### config.mk
export PLATFORM = sky130hd
export DESIGN_NAME = standby_state_transfer_scheduler
export DESIGN_NICKNAME = d
export VERILOG_FILES = /design/src/sst_pkg.sv /design/src/standby_state_transfer_scheduler.sv /design/src/link_serializer.sv
export SDC_FILE = /design/constraint.sdc
export NUM_CORES = 2
export LEC_CHECK = 0
export BUFFER_PORTS_ARGS = -buffer_cell sky130_fd_sc_hd__buf_2
export CORE_MARGIN = 3
export CORE_UTILIZATION = 56
export DETAILED_ROUTE_END_ITERATION = 10
export GPL_ROUTABILITY_DRIVEN = 0
export GPL_TIMING_DRIVEN = 0
export PLACE_DENSITY = 0.75
export SLEW_MARGIN = 30
export SYNTH_ARGS = -nofsm -noshare
export SYNTH_HDL_FRONTEND = slang
export SYNTH_SLANG_ARGS = --single-unit
### constraint.sdc
create_clock -name sys_clk -period 48.3 [get_ports sys_clk]
set_input_delay 7.245 -clock sys_clk [delete_from_list [all_inputs] [get_ports sys_clk]]
set_output_delay 7.245 -clock sys_clk [all_outputs]
set_load 0.02 [all_outputs]
### src/sst_pkg.sv
package sst_pkg;

   // ****************************************
   // timing
   // ****************************************
   localparam int unsigned CLK_HZ = 100_000_000;
   localparam int unsigned LINK_BAUD = 10_000_000;
   localparam int unsigned BIT_CYC = CLK_HZ / LINK_BAUD;

   // ****************************************
   // widths and sizes
   // ****************************************
   localparam int CNT_W = 17;
   localparam int DATA_W = 18;
   localparam int FRAME_W = 20;
   localparam logic [16:0] GRAN = 17'h00010;
   localparam logic [16:0] DEF_COIL = 17'h02000;
   localparam logic [16:0] DEF_DISC = 17'h02000;
   localparam logic [16:0] DEF_INREG = 17'h00400;
   localparam logic [16:0] DEF_HOLD = 17'h02400;
   localparam logic [16:0] TOTAL_DEFAULT = 17'h10000;
   localparam logic [4:0] BITS_COIL = 5'h03;
   localparam logic [4:0] BITS_DISC = 5'h03;
   localparam logic [4:0] BITS_INREG = 5'h10;
   localparam logic [4:0] BITS_HOLD = 5'h12;

   // ****************************************
   // register offsets and reset values
   // ****************************************
   localparam logic [7:0] OFS_CTRL = 8'h00;
   localparam logic [7:0] OFS_STATUS = 8'h04;
   localparam logic [7:0] OFS_SCANS = 8'h08;
   localparam logic [7:0] OFS_NT_LO = 8'h0C;
   localparam logic [7:0] OFS_NT_HI = 8'h10;
   localparam logic [7:0] OFS_BITS = 8'h14;
   localparam logic [3:0] OFS_COUNT_HI = 4'h2;
   localparam logic [3:0] OFS_EXTRA_HI = 4'h3;
   localparam logic [31:0] CTRL_RST = 32'h0000_0000;
   localparam logic [15:0] SCANS_RST = 16'h0001;
   localparam int CTRL_EN_BIT = 0;
   localparam int CTRL_NT_BIT = 3;
   localparam int ST_OVR_BIT = 2;

   typedef enum logic [1:0] {KIND_COIL, KIND_DISC, KIND_INREG, KIND_HOLD} refKind_t;
   typedef enum logic [1:0] {MODE_DEFAULT, MODE_PERSCAN, MODE_MULTISCAN, MODE_ALL} xferMode_t;

   typedef struct packed {
      refKind_t kind;
      logic [15:0] index;
   } stateReq_t;

   typedef struct packed {
      refKind_t kind;
      logic [17:0] data;
   } linkFrame_t;

endpackage

### src/standby_state_transfer_scheduler.sv
// Added by the designer: the AHB-Lite interface to the registers and the register addresses.
`timescale 1ns/100ps
module standby_state_transfer_scheduler #(
   parameter logic [16:0] TOTAL_COIL = sst_pkg::TOTAL_DEFAULT,
   parameter logic [16:0] TOTAL_DISC = sst_pkg::TOTAL_DEFAULT,
   parameter logic [16:0] TOTAL_INREG = sst_pkg::TOTAL_DEFAULT,
   parameter logic [16:0] TOTAL_HOLD = sst_pkg::TOTAL_DEFAULT
) (
   input wire logic sys_clk,
   input wire logic rst_n,
   input wire logic clkEn,
   input wire logic hsel,
   input wire logic [31:0] haddr,
   input wire logic [1:0] htrans,
   input wire logic hwrite,
   input wire logic [2:0] hsize,
   input wire logic hready,
   input wire logic [31:0] hwdata,
   output logic [31:0] hrdata,
   output logic hreadyout,
   output logic hresp,
   input wire logic scanStart,
   output logic memRdReq,
   output sst_pkg::stateReq_t memReq,
   input wire logic [17:0] memRdData,
   output logic txLine,
   output logic xferBusy,
   output logic scanDone
);
   import sst_pkg::*;

   // ****************************************
   // register file
   // ****************************************
   typedef enum {S_IDLE, S_NEXT, S_WAIT, S_SEND, S_DONE} state_t;

   logic [31:0] ctrl_reg;
   logic [15:0] scans_reg;
   logic [15:0] ntLo_reg;
   logic [15:0] ntHi_reg;
   logic [16:0] cfgCnt_reg [4];
   logic [16:0] cfgExt_reg [4];
   logic [31:0] lastBits_reg;
   logic overrun_reg;
   logic wrPend_reg;
   logic [7:0] wrAddr_reg;
   logic [31:0] rdMux;
   logic addrOk;
   logic cfgErr;
   xferMode_t mode;
   state_t state_reg;
   logic [15:0] sliceIdx_reg;

   assign mode = xferMode_t'(ctrl_reg[2:1]);
   assign addrOk = hsel && hready && htrans[1];

   always_ff @(posedge sys_clk) begin
      if (!rst_n) begin
         wrPend_reg <= 1'b0;
         wrAddr_reg <= 8'h00;
         hrdata <= 32'h0000_0000;
         hreadyout <= 1'b1;
         hresp <= 1'b0;
      end else if (clkEn) begin
         wrPend_reg <= addrOk && hwrite;
         wrAddr_reg <= haddr[7:0];
         if (addrOk && !hwrite) begin
            hrdata <= rdMux;
         end
      end
   end

   always_comb begin
      rdMux = 32'h0000_0000;
      case (haddr[7:0])
         OFS_CTRL: rdMux = ctrl_reg;
         OFS_STATUS: rdMux = {sliceIdx_reg, 13'h0000, overrun_reg, cfgErr, xferBusy};
         OFS_SCANS: rdMux = {16'h0000, scans_reg};
         OFS_NT_LO: rdMux = {16'h0000, ntLo_reg};
         OFS_NT_HI: rdMux = {16'h0000, ntHi_reg};
         OFS_BITS: rdMux = lastBits_reg;
         default: begin
            if (haddr[7:4] == OFS_COUNT_HI) begin
               rdMux = {15'h0000, cfgCnt_reg[haddr[3:2]]};
            end else if (haddr[7:4] == OFS_EXTRA_HI) begin
               rdMux = {15'h0000, cfgExt_reg[haddr[3:2]]};
            end
         end
      endcase
   end

   always_ff @(posedge sys_clk) begin
      if (!rst_n) begin
         ctrl_reg <= CTRL_RST;
         scans_reg <= SCANS_RST;
         ntLo_reg <= 16'h0000;
         ntHi_reg <= 16'h0000;
         for (int k = 0; k < 4; k++) begin
            cfgCnt_reg[k] <= 17'h00000;
            cfgExt_reg[k] <= 17'h00000;
         end
      end else if (clkEn && wrPend_reg) begin
         case (wrAddr_reg)
            OFS_CTRL: ctrl_reg <= hwdata;
            OFS_SCANS: scans_reg <= hwdata[15:0];
            OFS_NT_LO: ntLo_reg <= hwdata[15:0];
            OFS_NT_HI: ntHi_reg <= hwdata[15:0];
            default: begin
               if (wrAddr_reg[7:4] == OFS_COUNT_HI) begin
                  cfgCnt_reg[wrAddr_reg[3:2]] <= hwdata[16:0];
               end else if (wrAddr_reg[7:4] == OFS_EXTRA_HI) begin
                  cfgExt_reg[wrAddr_reg[3:2]] <= hwdata[16:0];
               end
            end
         endcase
      end
   end

   // the device cannot refuse a bad setup, so it is only reported
   always_comb begin
      cfgErr = 1'b0;
      if (mode == MODE_PERSCAN || mode == MODE_MULTISCAN) begin
         for (int k = 0; k < 4; k++) begin
            if (cfgCnt_reg[k][3:0] != 4'h0 || cfgExt_reg[k][3:0] != 4'h0) begin
               cfgErr = 1'b1;
            end
         end
         if (cfgCnt_reg[3] < GRAN) begin
            cfgErr = 1'b1;
         end
      end
   end

   // ****************************************
   // effective counts per type
   // ****************************************
   logic [16:0] totalArr [4];
   logic [16:0] defArr [4];
   logic [16:0] effCnt [4];
   logic [16:0] effSlice [4];
   logic [16:0] extAmt;
   logic [15:0] scansEff;

   assign totalArr = '{TOTAL_COIL, TOTAL_DISC, TOTAL_INREG, TOTAL_HOLD};
   assign defArr = '{DEF_COIL, DEF_DISC, DEF_INREG, DEF_HOLD};
   assign scansEff = (scans_reg == 16'h0000) ? 16'h0001 : scans_reg;

   function automatic logic [16:0] minOf(input logic [16:0] a, input logic [16:0] b);
      return (a < b) ? a : b;
   endfunction

   always_comb begin
      for (int k = 0; k < 4; k++) begin
         effCnt[k] = 17'h00000;
         effSlice[k] = 17'h00000;
         extAmt = 17'h00000;
         case (mode)
            MODE_DEFAULT: begin
               if (k == 3) begin
                  extAmt = {defArr[k][16:4], 4'h0} + ((defArr[k][3:0] != 4'h0) ? GRAN : 17'h0);
                  effCnt[k] = minOf(extAmt, totalArr[k]);
                  extAmt = 17'h00000;
               end else begin
                  effCnt[k] = minOf(defArr[k], totalArr[k]);
               end
            end
            MODE_PERSCAN, MODE_MULTISCAN: begin
               effCnt[k] = minOf(cfgCnt_reg[k], totalArr[k]);
               if (mode == MODE_MULTISCAN) begin
                  extAmt = minOf(cfgExt_reg[k], totalArr[k] - effCnt[k]);
               end
            end
            MODE_ALL: effCnt[k] = totalArr[k];
            default: effCnt[k] = 17'h00000;
         endcase
         effSlice[k] = 17'(extAmt / {1'b0, scansEff});
      end
   end

   // ****************************************
   // scan sequencer
   // ****************************************
   logic [16:0] latCnt_reg [4];
   logic [16:0] latSlice_reg [4];
   refKind_t kind_reg;
   logic extraPhase_reg;
   logic [16:0] idx_reg;
   logic [16:0] end_reg;
   logic [31:0] bits_reg;
   logic serStart_reg;
   linkFrame_t frame_reg;
   logic serReady;
   logic [16:0] extStart;
   logic [4:0] itemBits;
   logic inSkip;

   assign extStart = latCnt_reg[kind_reg] + 17'(latSlice_reg[kind_reg] * sliceIdx_reg);
   assign inSkip = ctrl_reg[CTRL_NT_BIT] && kind_reg == KIND_HOLD
                   && idx_reg >= {1'b0, ntLo_reg} && idx_reg <= {1'b0, ntHi_reg};

   always_comb begin
      case (kind_reg)
         KIND_COIL: itemBits = BITS_COIL;
         KIND_DISC: itemBits = BITS_DISC;
         KIND_INREG: itemBits = BITS_INREG;
         default: itemBits = BITS_HOLD;
      endcase
   end

   always_ff @(posedge sys_clk) begin
      if (!rst_n) begin
         state_reg <= S_IDLE;
         kind_reg <= KIND_COIL;
         extraPhase_reg <= 1'b0;
         idx_reg <= 17'h00000;
         end_reg <= 17'h00000;
         bits_reg <= 32'h0000_0000;
         lastBits_reg <= 32'h0000_0000;
         sliceIdx_reg <= 16'h0000;
         memRdReq <= 1'b0;
         memReq <= '0;
         frame_reg <= '0;
         serStart_reg <= 1'b0;
         xferBusy <= 1'b0;
         scanDone <= 1'b0;
         for (int k = 0; k < 4; k++) begin
            latCnt_reg[k] <= 17'h00000;
            latSlice_reg[k] <= 17'h00000;
         end
      end else if (clkEn) begin
         memRdReq <= 1'b0;
         serStart_reg <= 1'b0;
         scanDone <= 1'b0;
         case (state_reg)
            S_IDLE: begin
               // counts are frozen for the whole scan so a bus write cannot tear it
               if (scanStart && ctrl_reg[CTRL_EN_BIT]) begin
                  latCnt_reg <= effCnt;
                  latSlice_reg <= effSlice;
                  kind_reg <= KIND_COIL;
                  extraPhase_reg <= 1'b0;
                  idx_reg <= 17'h00000;
                  end_reg <= effCnt[0];
                  bits_reg <= 32'h0000_0000;
                  xferBusy <= 1'b1;
                  state_reg <= S_NEXT;
               end
            end
            S_NEXT: begin
               if (idx_reg >= end_reg) begin
                  if (!extraPhase_reg) begin
                     extraPhase_reg <= 1'b1;
                     idx_reg <= extStart;
                     end_reg <= extStart + latSlice_reg[kind_reg];
                  end else if (kind_reg == KIND_HOLD) begin
                     state_reg <= S_DONE;
                  end else begin
                     kind_reg <= refKind_t'(2'(kind_reg + 1));
                     extraPhase_reg <= 1'b0;
                     idx_reg <= 17'h00000;
                     end_reg <= latCnt_reg[2'(kind_reg + 1)];
                  end
               end else if (inSkip) begin
                  idx_reg <= idx_reg + 17'h00001;
               end else begin
                  memRdReq <= 1'b1;
                  memReq <= '{kind: kind_reg, index: idx_reg[15:0]};
                  state_reg <= S_WAIT;
               end
            end
            S_WAIT: begin
               frame_reg <= '{kind: kind_reg, data: memRdData};
               state_reg <= S_SEND;
            end
            S_SEND: begin
               if (serReady) begin
                  serStart_reg <= 1'b1;
                  bits_reg <= bits_reg + {27'h0, itemBits};
                  idx_reg <= idx_reg + 17'h00001;
                  state_reg <= S_NEXT;
               end
            end
            S_DONE: begin
               lastBits_reg <= bits_reg;
               sliceIdx_reg <= (sliceIdx_reg + 16'h0001 >= scansEff) ? 16'h0000
                               : sliceIdx_reg + 16'h0001;
               xferBusy <= 1'b0;
               scanDone <= 1'b1;
               state_reg <= S_IDLE;
            end
            default: state_reg <= S_IDLE;
         endcase
      end
   end

   // the controller is never held; a scan start during a transfer is dropped and flagged
   always_ff @(posedge sys_clk) begin
      if (!rst_n) begin
         overrun_reg <= 1'b0;
      end else if (clkEn) begin
         if (scanStart && state_reg != S_IDLE) begin
            overrun_reg <= 1'b1;
         end else if (wrPend_reg && wrAddr_reg == OFS_STATUS && hwdata[ST_OVR_BIT]) begin
            overrun_reg <= 1'b0;
         end
      end
   end

   link_serializer #(.WIDTH(FRAME_W), .CYC(BIT_CYC)) link_serializer_inst (
      .sys_clk(sys_clk),
      .rst_n(rst_n),
      .clkEn(clkEn),
      .start(serStart_reg),
      .frame(frame_reg),
      .ready(serReady),
      .txLine(txLine)
   );

   // ****************************************
   // checks
   // ****************************************
   logic [1:0] maxKind_reg;
   always_ff @(posedge sys_clk) begin
      if (!rst_n || scanDone) begin
         maxKind_reg <= 2'h0;
      end else if (memRdReq) begin
         maxKind_reg <= memReq.kind;
      end
   end

   property p_order;
      @(posedge sys_clk) disable iff (!rst_n) memRdReq |-> memReq.kind >= maxKind_reg;
   endproperty
   a_order: assert property (p_order) else $error("reference type order broken");

   property p_deflim;
      @(posedge sys_clk) disable iff (!rst_n)
      memRdReq && mode == MODE_DEFAULT && memReq.kind != KIND_HOLD
      |-> {1'b0, memReq.index} < defArr[memReq.kind];
   endproperty
   a_deflim: assert property (p_deflim) else $error("default limit exceeded");

   property p_definreg;
      @(posedge sys_clk) disable iff (!rst_n)
      memRdReq && mode == MODE_DEFAULT && memReq.kind == KIND_INREG
      |-> {1'b0, memReq.index} < DEF_INREG;
   endproperty
   a_definreg: assert property (p_definreg) else $error("input register budget exceeded");

   property p_round;
      @(posedge sys_clk) disable iff (!rst_n)
      xferBusy && mode == MODE_DEFAULT
      |-> latCnt_reg[3][3:0] == 4'h0 || latCnt_reg[3] == TOTAL_HOLD;
   endproperty
   a_round: assert property (p_round) else $error("holding count not rounded");

   property p_limit;
      @(posedge sys_clk) disable iff (!rst_n)
      memRdReq |-> {1'b0, memReq.index} < totalArr[memReq.kind];
   endproperty
   a_limit: assert property (p_limit) else $error("reference beyond memory");

   property p_skip;
      @(posedge sys_clk) disable iff (!rst_n)
      memRdReq && ctrl_reg[CTRL_NT_BIT] && memReq.kind == KIND_HOLD
      |-> memReq.index < ntLo_reg || memReq.index > ntHi_reg;
   endproperty
   a_skip: assert property (p_skip) else $error("non-transfer register copied");

   property p_send;
      @(posedge sys_clk) disable iff (!rst_n)
      serStart_reg |-> bits_reg == $past(bits_reg) + {27'h0, $past(itemBits)};
   endproperty
   a_send: assert property (p_send) else $error("size accounting wrong");

   property p_slice;
      @(posedge sys_clk) disable iff (!rst_n) scanDone |-> sliceIdx_reg < scansEff;
   endproperty
   a_slice: assert property (p_slice) else $error("slice index out of range");

   property p_ovr;
      @(posedge sys_clk) disable iff (!rst_n)
      clkEn && scanStart && xferBusy |=> overrun_reg;
   endproperty
   a_ovr: assert property (p_ovr) else $error("dropped scan not flagged");

   c_scan: cover property (@(posedge sys_clk) disable iff (!rst_n) scanDone);
   c_multi: cover property (@(posedge sys_clk) disable iff (!rst_n)
      scanDone && mode == MODE_MULTISCAN && sliceIdx_reg == 16'h0000);
   c_skip: cover property (@(posedge sys_clk) disable iff (!rst_n) state_reg == S_NEXT && inSkip);

endmodule

### src/link_serializer.sv
`timescale 1ns/100ps
module link_serializer #(
   parameter int WIDTH = sst_pkg::FRAME_W,
   parameter int CYC = sst_pkg::BIT_CYC
) (
   input wire logic sys_clk,
   input wire logic rst_n,
   input wire logic clkEn,
   input wire logic start,
   input wire logic [WIDTH-1:0] frame,
   output logic ready,
   output logic txLine
);
   import sst_pkg::*;

   // start bit, WIDTH data bits lsb first, stop bit; line idles high
   logic [WIDTH+1:0] shift_reg;
   logic [5:0] bitsLeft_reg;
   logic [7:0] cyc_reg;

   assign ready = (bitsLeft_reg == 6'h00);

   always_ff @(posedge sys_clk) begin
      if (!rst_n) begin
         shift_reg <= '1;
         bitsLeft_reg <= 6'h00;
         cyc_reg <= 8'h00;
         txLine <= 1'b1;
      end else if (clkEn) begin
         if (ready) begin
            txLine <= 1'b1;
            if (start) begin
               shift_reg <= {1'b1, frame, 1'b0};
               bitsLeft_reg <= 6'(WIDTH + 2);
               cyc_reg <= 8'h00;
            end
         end else begin
            txLine <= shift_reg[0];
            if (cyc_reg == 8'(CYC - 1)) begin
               cyc_reg <= 8'h00;
               shift_reg <= {1'b1, shift_reg[WIDTH+1:1]};
               bitsLeft_reg <= bitsLeft_reg - 6'h01;
            end else begin
               cyc_reg <= cyc_reg + 8'h01;
            end
         end
      end
   end

   property p_baud;
      @(posedge sys_clk) disable iff (!rst_n)
      !ready |-> cyc_reg < 8'(CYC);
   endproperty
   a_baud: assert property (p_baud) else $error("bit period counter overran");

endmodule

==> run_results.csv <==
group,metric,value,unit
clocking,cts_setup_buffers,0,
finish,layout_common_cells,"nand2_1 (1045), nor2_1 (916), ha_1 (834)",
synth,yosys_warnings,0,
synth,ys_top_cells_by_area,"ha_1 (16%), dfxtp_1 (14%), edfxtp_1 (6.1%)",
synth,synthDistinctLibCells,111,
timing,period_minus_slack,44960,ps
clocking,cts_root_buffer,"clkbuf_16",
outcome,violations,"DRC",
synth,yosys_register_bits,592,
timing,final_hold_viol_count,0,
drt,wl,253000,um
grt,grt_overflow,0,
critical_path,crit_arrival,45530,ps
synth,ys_seq_area_share,19.9,%
outcome,outcome,"finished, violations left",
finish,final_common_cell,"nand2_1",
clocking,clk_latency,690,ps
floorplanning,die_h,351,um
clocking,cts_tree,"yes",
timing,worst_slew_pin_slew,1120,ps
floorplanning,core_area,117000,um2
critical_path,criticalPathCategory,"register to register",
grt,grt_pass1_wl,375000,um
finish,area_growth,8.20,%
min_path,whs_endpoint,"latSlice_reg[49]$_SDFFE_PN0P_",
clocking,cts-hold-fix-buffers,0,
synth,async_flop_share,0,%
critical_path,crit_fanout,10,
placement,io_buffer_count,118,
timing,rsz0062_at_grt,"false",
synth,synthesis.area,66500,um2
finish,nets,9837,
drt,drtIter0Drc,9422,
critical_path,slowest_stage,"clkbuf_1",
grt,antenna_found_initial,15,
timing,finalSetupTns,0,ps
drt,remaining_drc_errors,37,
grt,grt_pass1_vias,64800,
clocking,cts_buffer_depth,3,
timing,finalSetupViolCount,0,
synth,synth_ff_type,"dfxtp_1",
min_path,hp-start,"latSlice_reg[49]$_SDFFE_PN0P_",
drt,routedWlPerCell,24.4,um
clocking,cts.sinks,592,
timing,fmax,22.2,MHz
critical_path,crit_buf_inv,22,
clocking,path_clk_slew,90,ps
flow_run,cap_violations,0,
drt,firstDrtPassIters,11,
critical_path,timing.rr.start,"ctrl_reg[1]$_SDFFE_PN0P_",
floorplanning,die_w,351,um
synth,post-synth-top-area-cell,"ha_1",
clocking,numCtsBuffers,59,
finish,finish.utilization,61.5,%
critical_path,reg2reg_depth,158,
synth,synth_edf_count,136,
critical_path,r2r_slack,3340,ps
critical_path,critical_path.max_stage_delay,800,ps
critical_path,r2r-end,"latSlice_reg[0]$_SDFFE_PN0P_",
grt,grt_start_max_net_pins,47,
timing,max_slew_margin,24.6,%
finish,multiInputGateArea,50200,um2
critical_path,crit_path_start_kind,"register",
floorplanning,pin_count,150,
drt,via_per_inst,6.76,
placement,place_hpwl,200000,um
synth,syn_avg_cell_area,7.74,um2
synth,syn_nets,9622,
min_path,hold_path.class,"register to register",
floorplanning,initial_core_util,56.8,%
critical_path,end_kind,"register",
timing,holdWs,454,ps
floorplanning,dieArea,123000,um2
critical_path,worstPathRequired,48870,ps
clocking,htree_levels,2,
finish,drive_above_1_share,7.47,%
grt,grt_usage,39.3,%
timing,drv_slew,0,
drt,vias,70200,
clocking,ctsResizeCount,0,
timing,fin_crit_sh,93.1,%
critical_path,cp_top_family,"compound AO/OA/AOI/OAI gates",
drt,detail-route-antenna-nets,0,
min_path,hold_path_depth,2,
synth,syn_inst,8583,
floorplanning,rows,125,
finish,regArea,13200,um2
synth,synth_top_area_share,15.7,%
finish,fill_cells,10400,
timing,fin_skew,67.5,ps
critical_path,crit_top_cell,"o21a_1",
how the worst max path moves through the flow:
stage	start	to	slack [ps]	cells after the start
2_1_floorplan	scans_reg[7]$_SDFFE_PN0P_	latSlice_reg[34]$_SDFFE_PN0P_	13510	161
3_3_place_gp	scans_reg[11]$_SDFFE_PN0P_	latSlice_reg[0]$_SDFFE_PN0P_	2210	150
3_5_place_dp	ctrl_reg[1]$_SDFFE_PN0P_	latSlice_reg[0]$_SDFFE_PN0P_	4800	158
4_1_cts	ctrl_reg[1]$_SDFFE_PN0P_	latSlice_reg[0]$_SDFFE_PN0P_	4630	158
5_1_grt	cfgCnt_reg[3][16]$_DFFE_PP_	latSlice_reg[0]$_SDFFE_PN0P_	1480	167
6_report	ctrl_reg[1]$_SDFFE_PN0P_	latSlice_reg[0]$_SDFFE_PN0P_	3340	158
layer usage:
metal  share of wire, %  track usage [%]  wire length, um
met5              0.022                0               56
met4                7.2             22.7            18100
met2                 41             58.4           103000
met3                 14             12.6            36500
met1                 38             50.1            95000
stage by stage:
| step | area (um2) | worst slack (ps) | instances |
|---|---|---|---|
| final | 71900 | 3340 | 10400 |
| after global routing | 71900 | 1480 | 10400 |
| after CTS | 71900 | 4630 | 10400 |
| after detailed placement | 69700 | 4800 | 10300 |
| after global placement | 69000 | 2210 | 10200 |
| after floorplan | 66500 | 13510 | 8583 |
cells in the mapped netlist (79+ instances only):
library cell,number
nand2_1,1045
nor2_1,920
ha_1,834
a21oi_1,677
inv_1,462
dfxtp_1,456
o21ai_0,396
clkbuf_1,335
o21a_1,295
nor3_1,289
nand3_1,242
xnor2_1,204
a21o_1,170
xor2_1,137
edfxtp_1,136
mux2i_1,112
fa_1,111
and2_1,103
a211oi_1,99
mux2_2,95
or3_1,90
mux4_2,85
a31oi_1,84
nand2b_1,79
nand4_1,79
tightest hold or removal path, cell delays in order (launching register included):
cell and delay [ps]:
dfxtp_1 310, nand2_1 50, a21oi_1 50
cell type report:
type | count | share of cell area, %
buffer | 377 | 2.05
tap | 1524 | 2.65
sequential | 592 | 18.4
clock inverter | 35 | 0.685
inverter | 464 | 2.47
multi-input combinational | 7150 | 69.8
antenna | 8 | 0.0278
timing repair buffer | 154 | 1.67
clock buffer | 76 | 2.31
logic make-up after synthesis:
group           Yosys count  share of synthesized area (%)
mux                     292                           6.18
fa+ha+maj               945                           19.0
simple gates           3231                           22.5
xor+xnor                342                           4.53
buf+inv                 841                           4.80
other cells               2                         0.0113
compound gates         2338                           23.1
flops                   592                           19.9
Power is not shown: default switching activity piles up to over one toggle a cycle in this logic, so the estimate is an artifact.
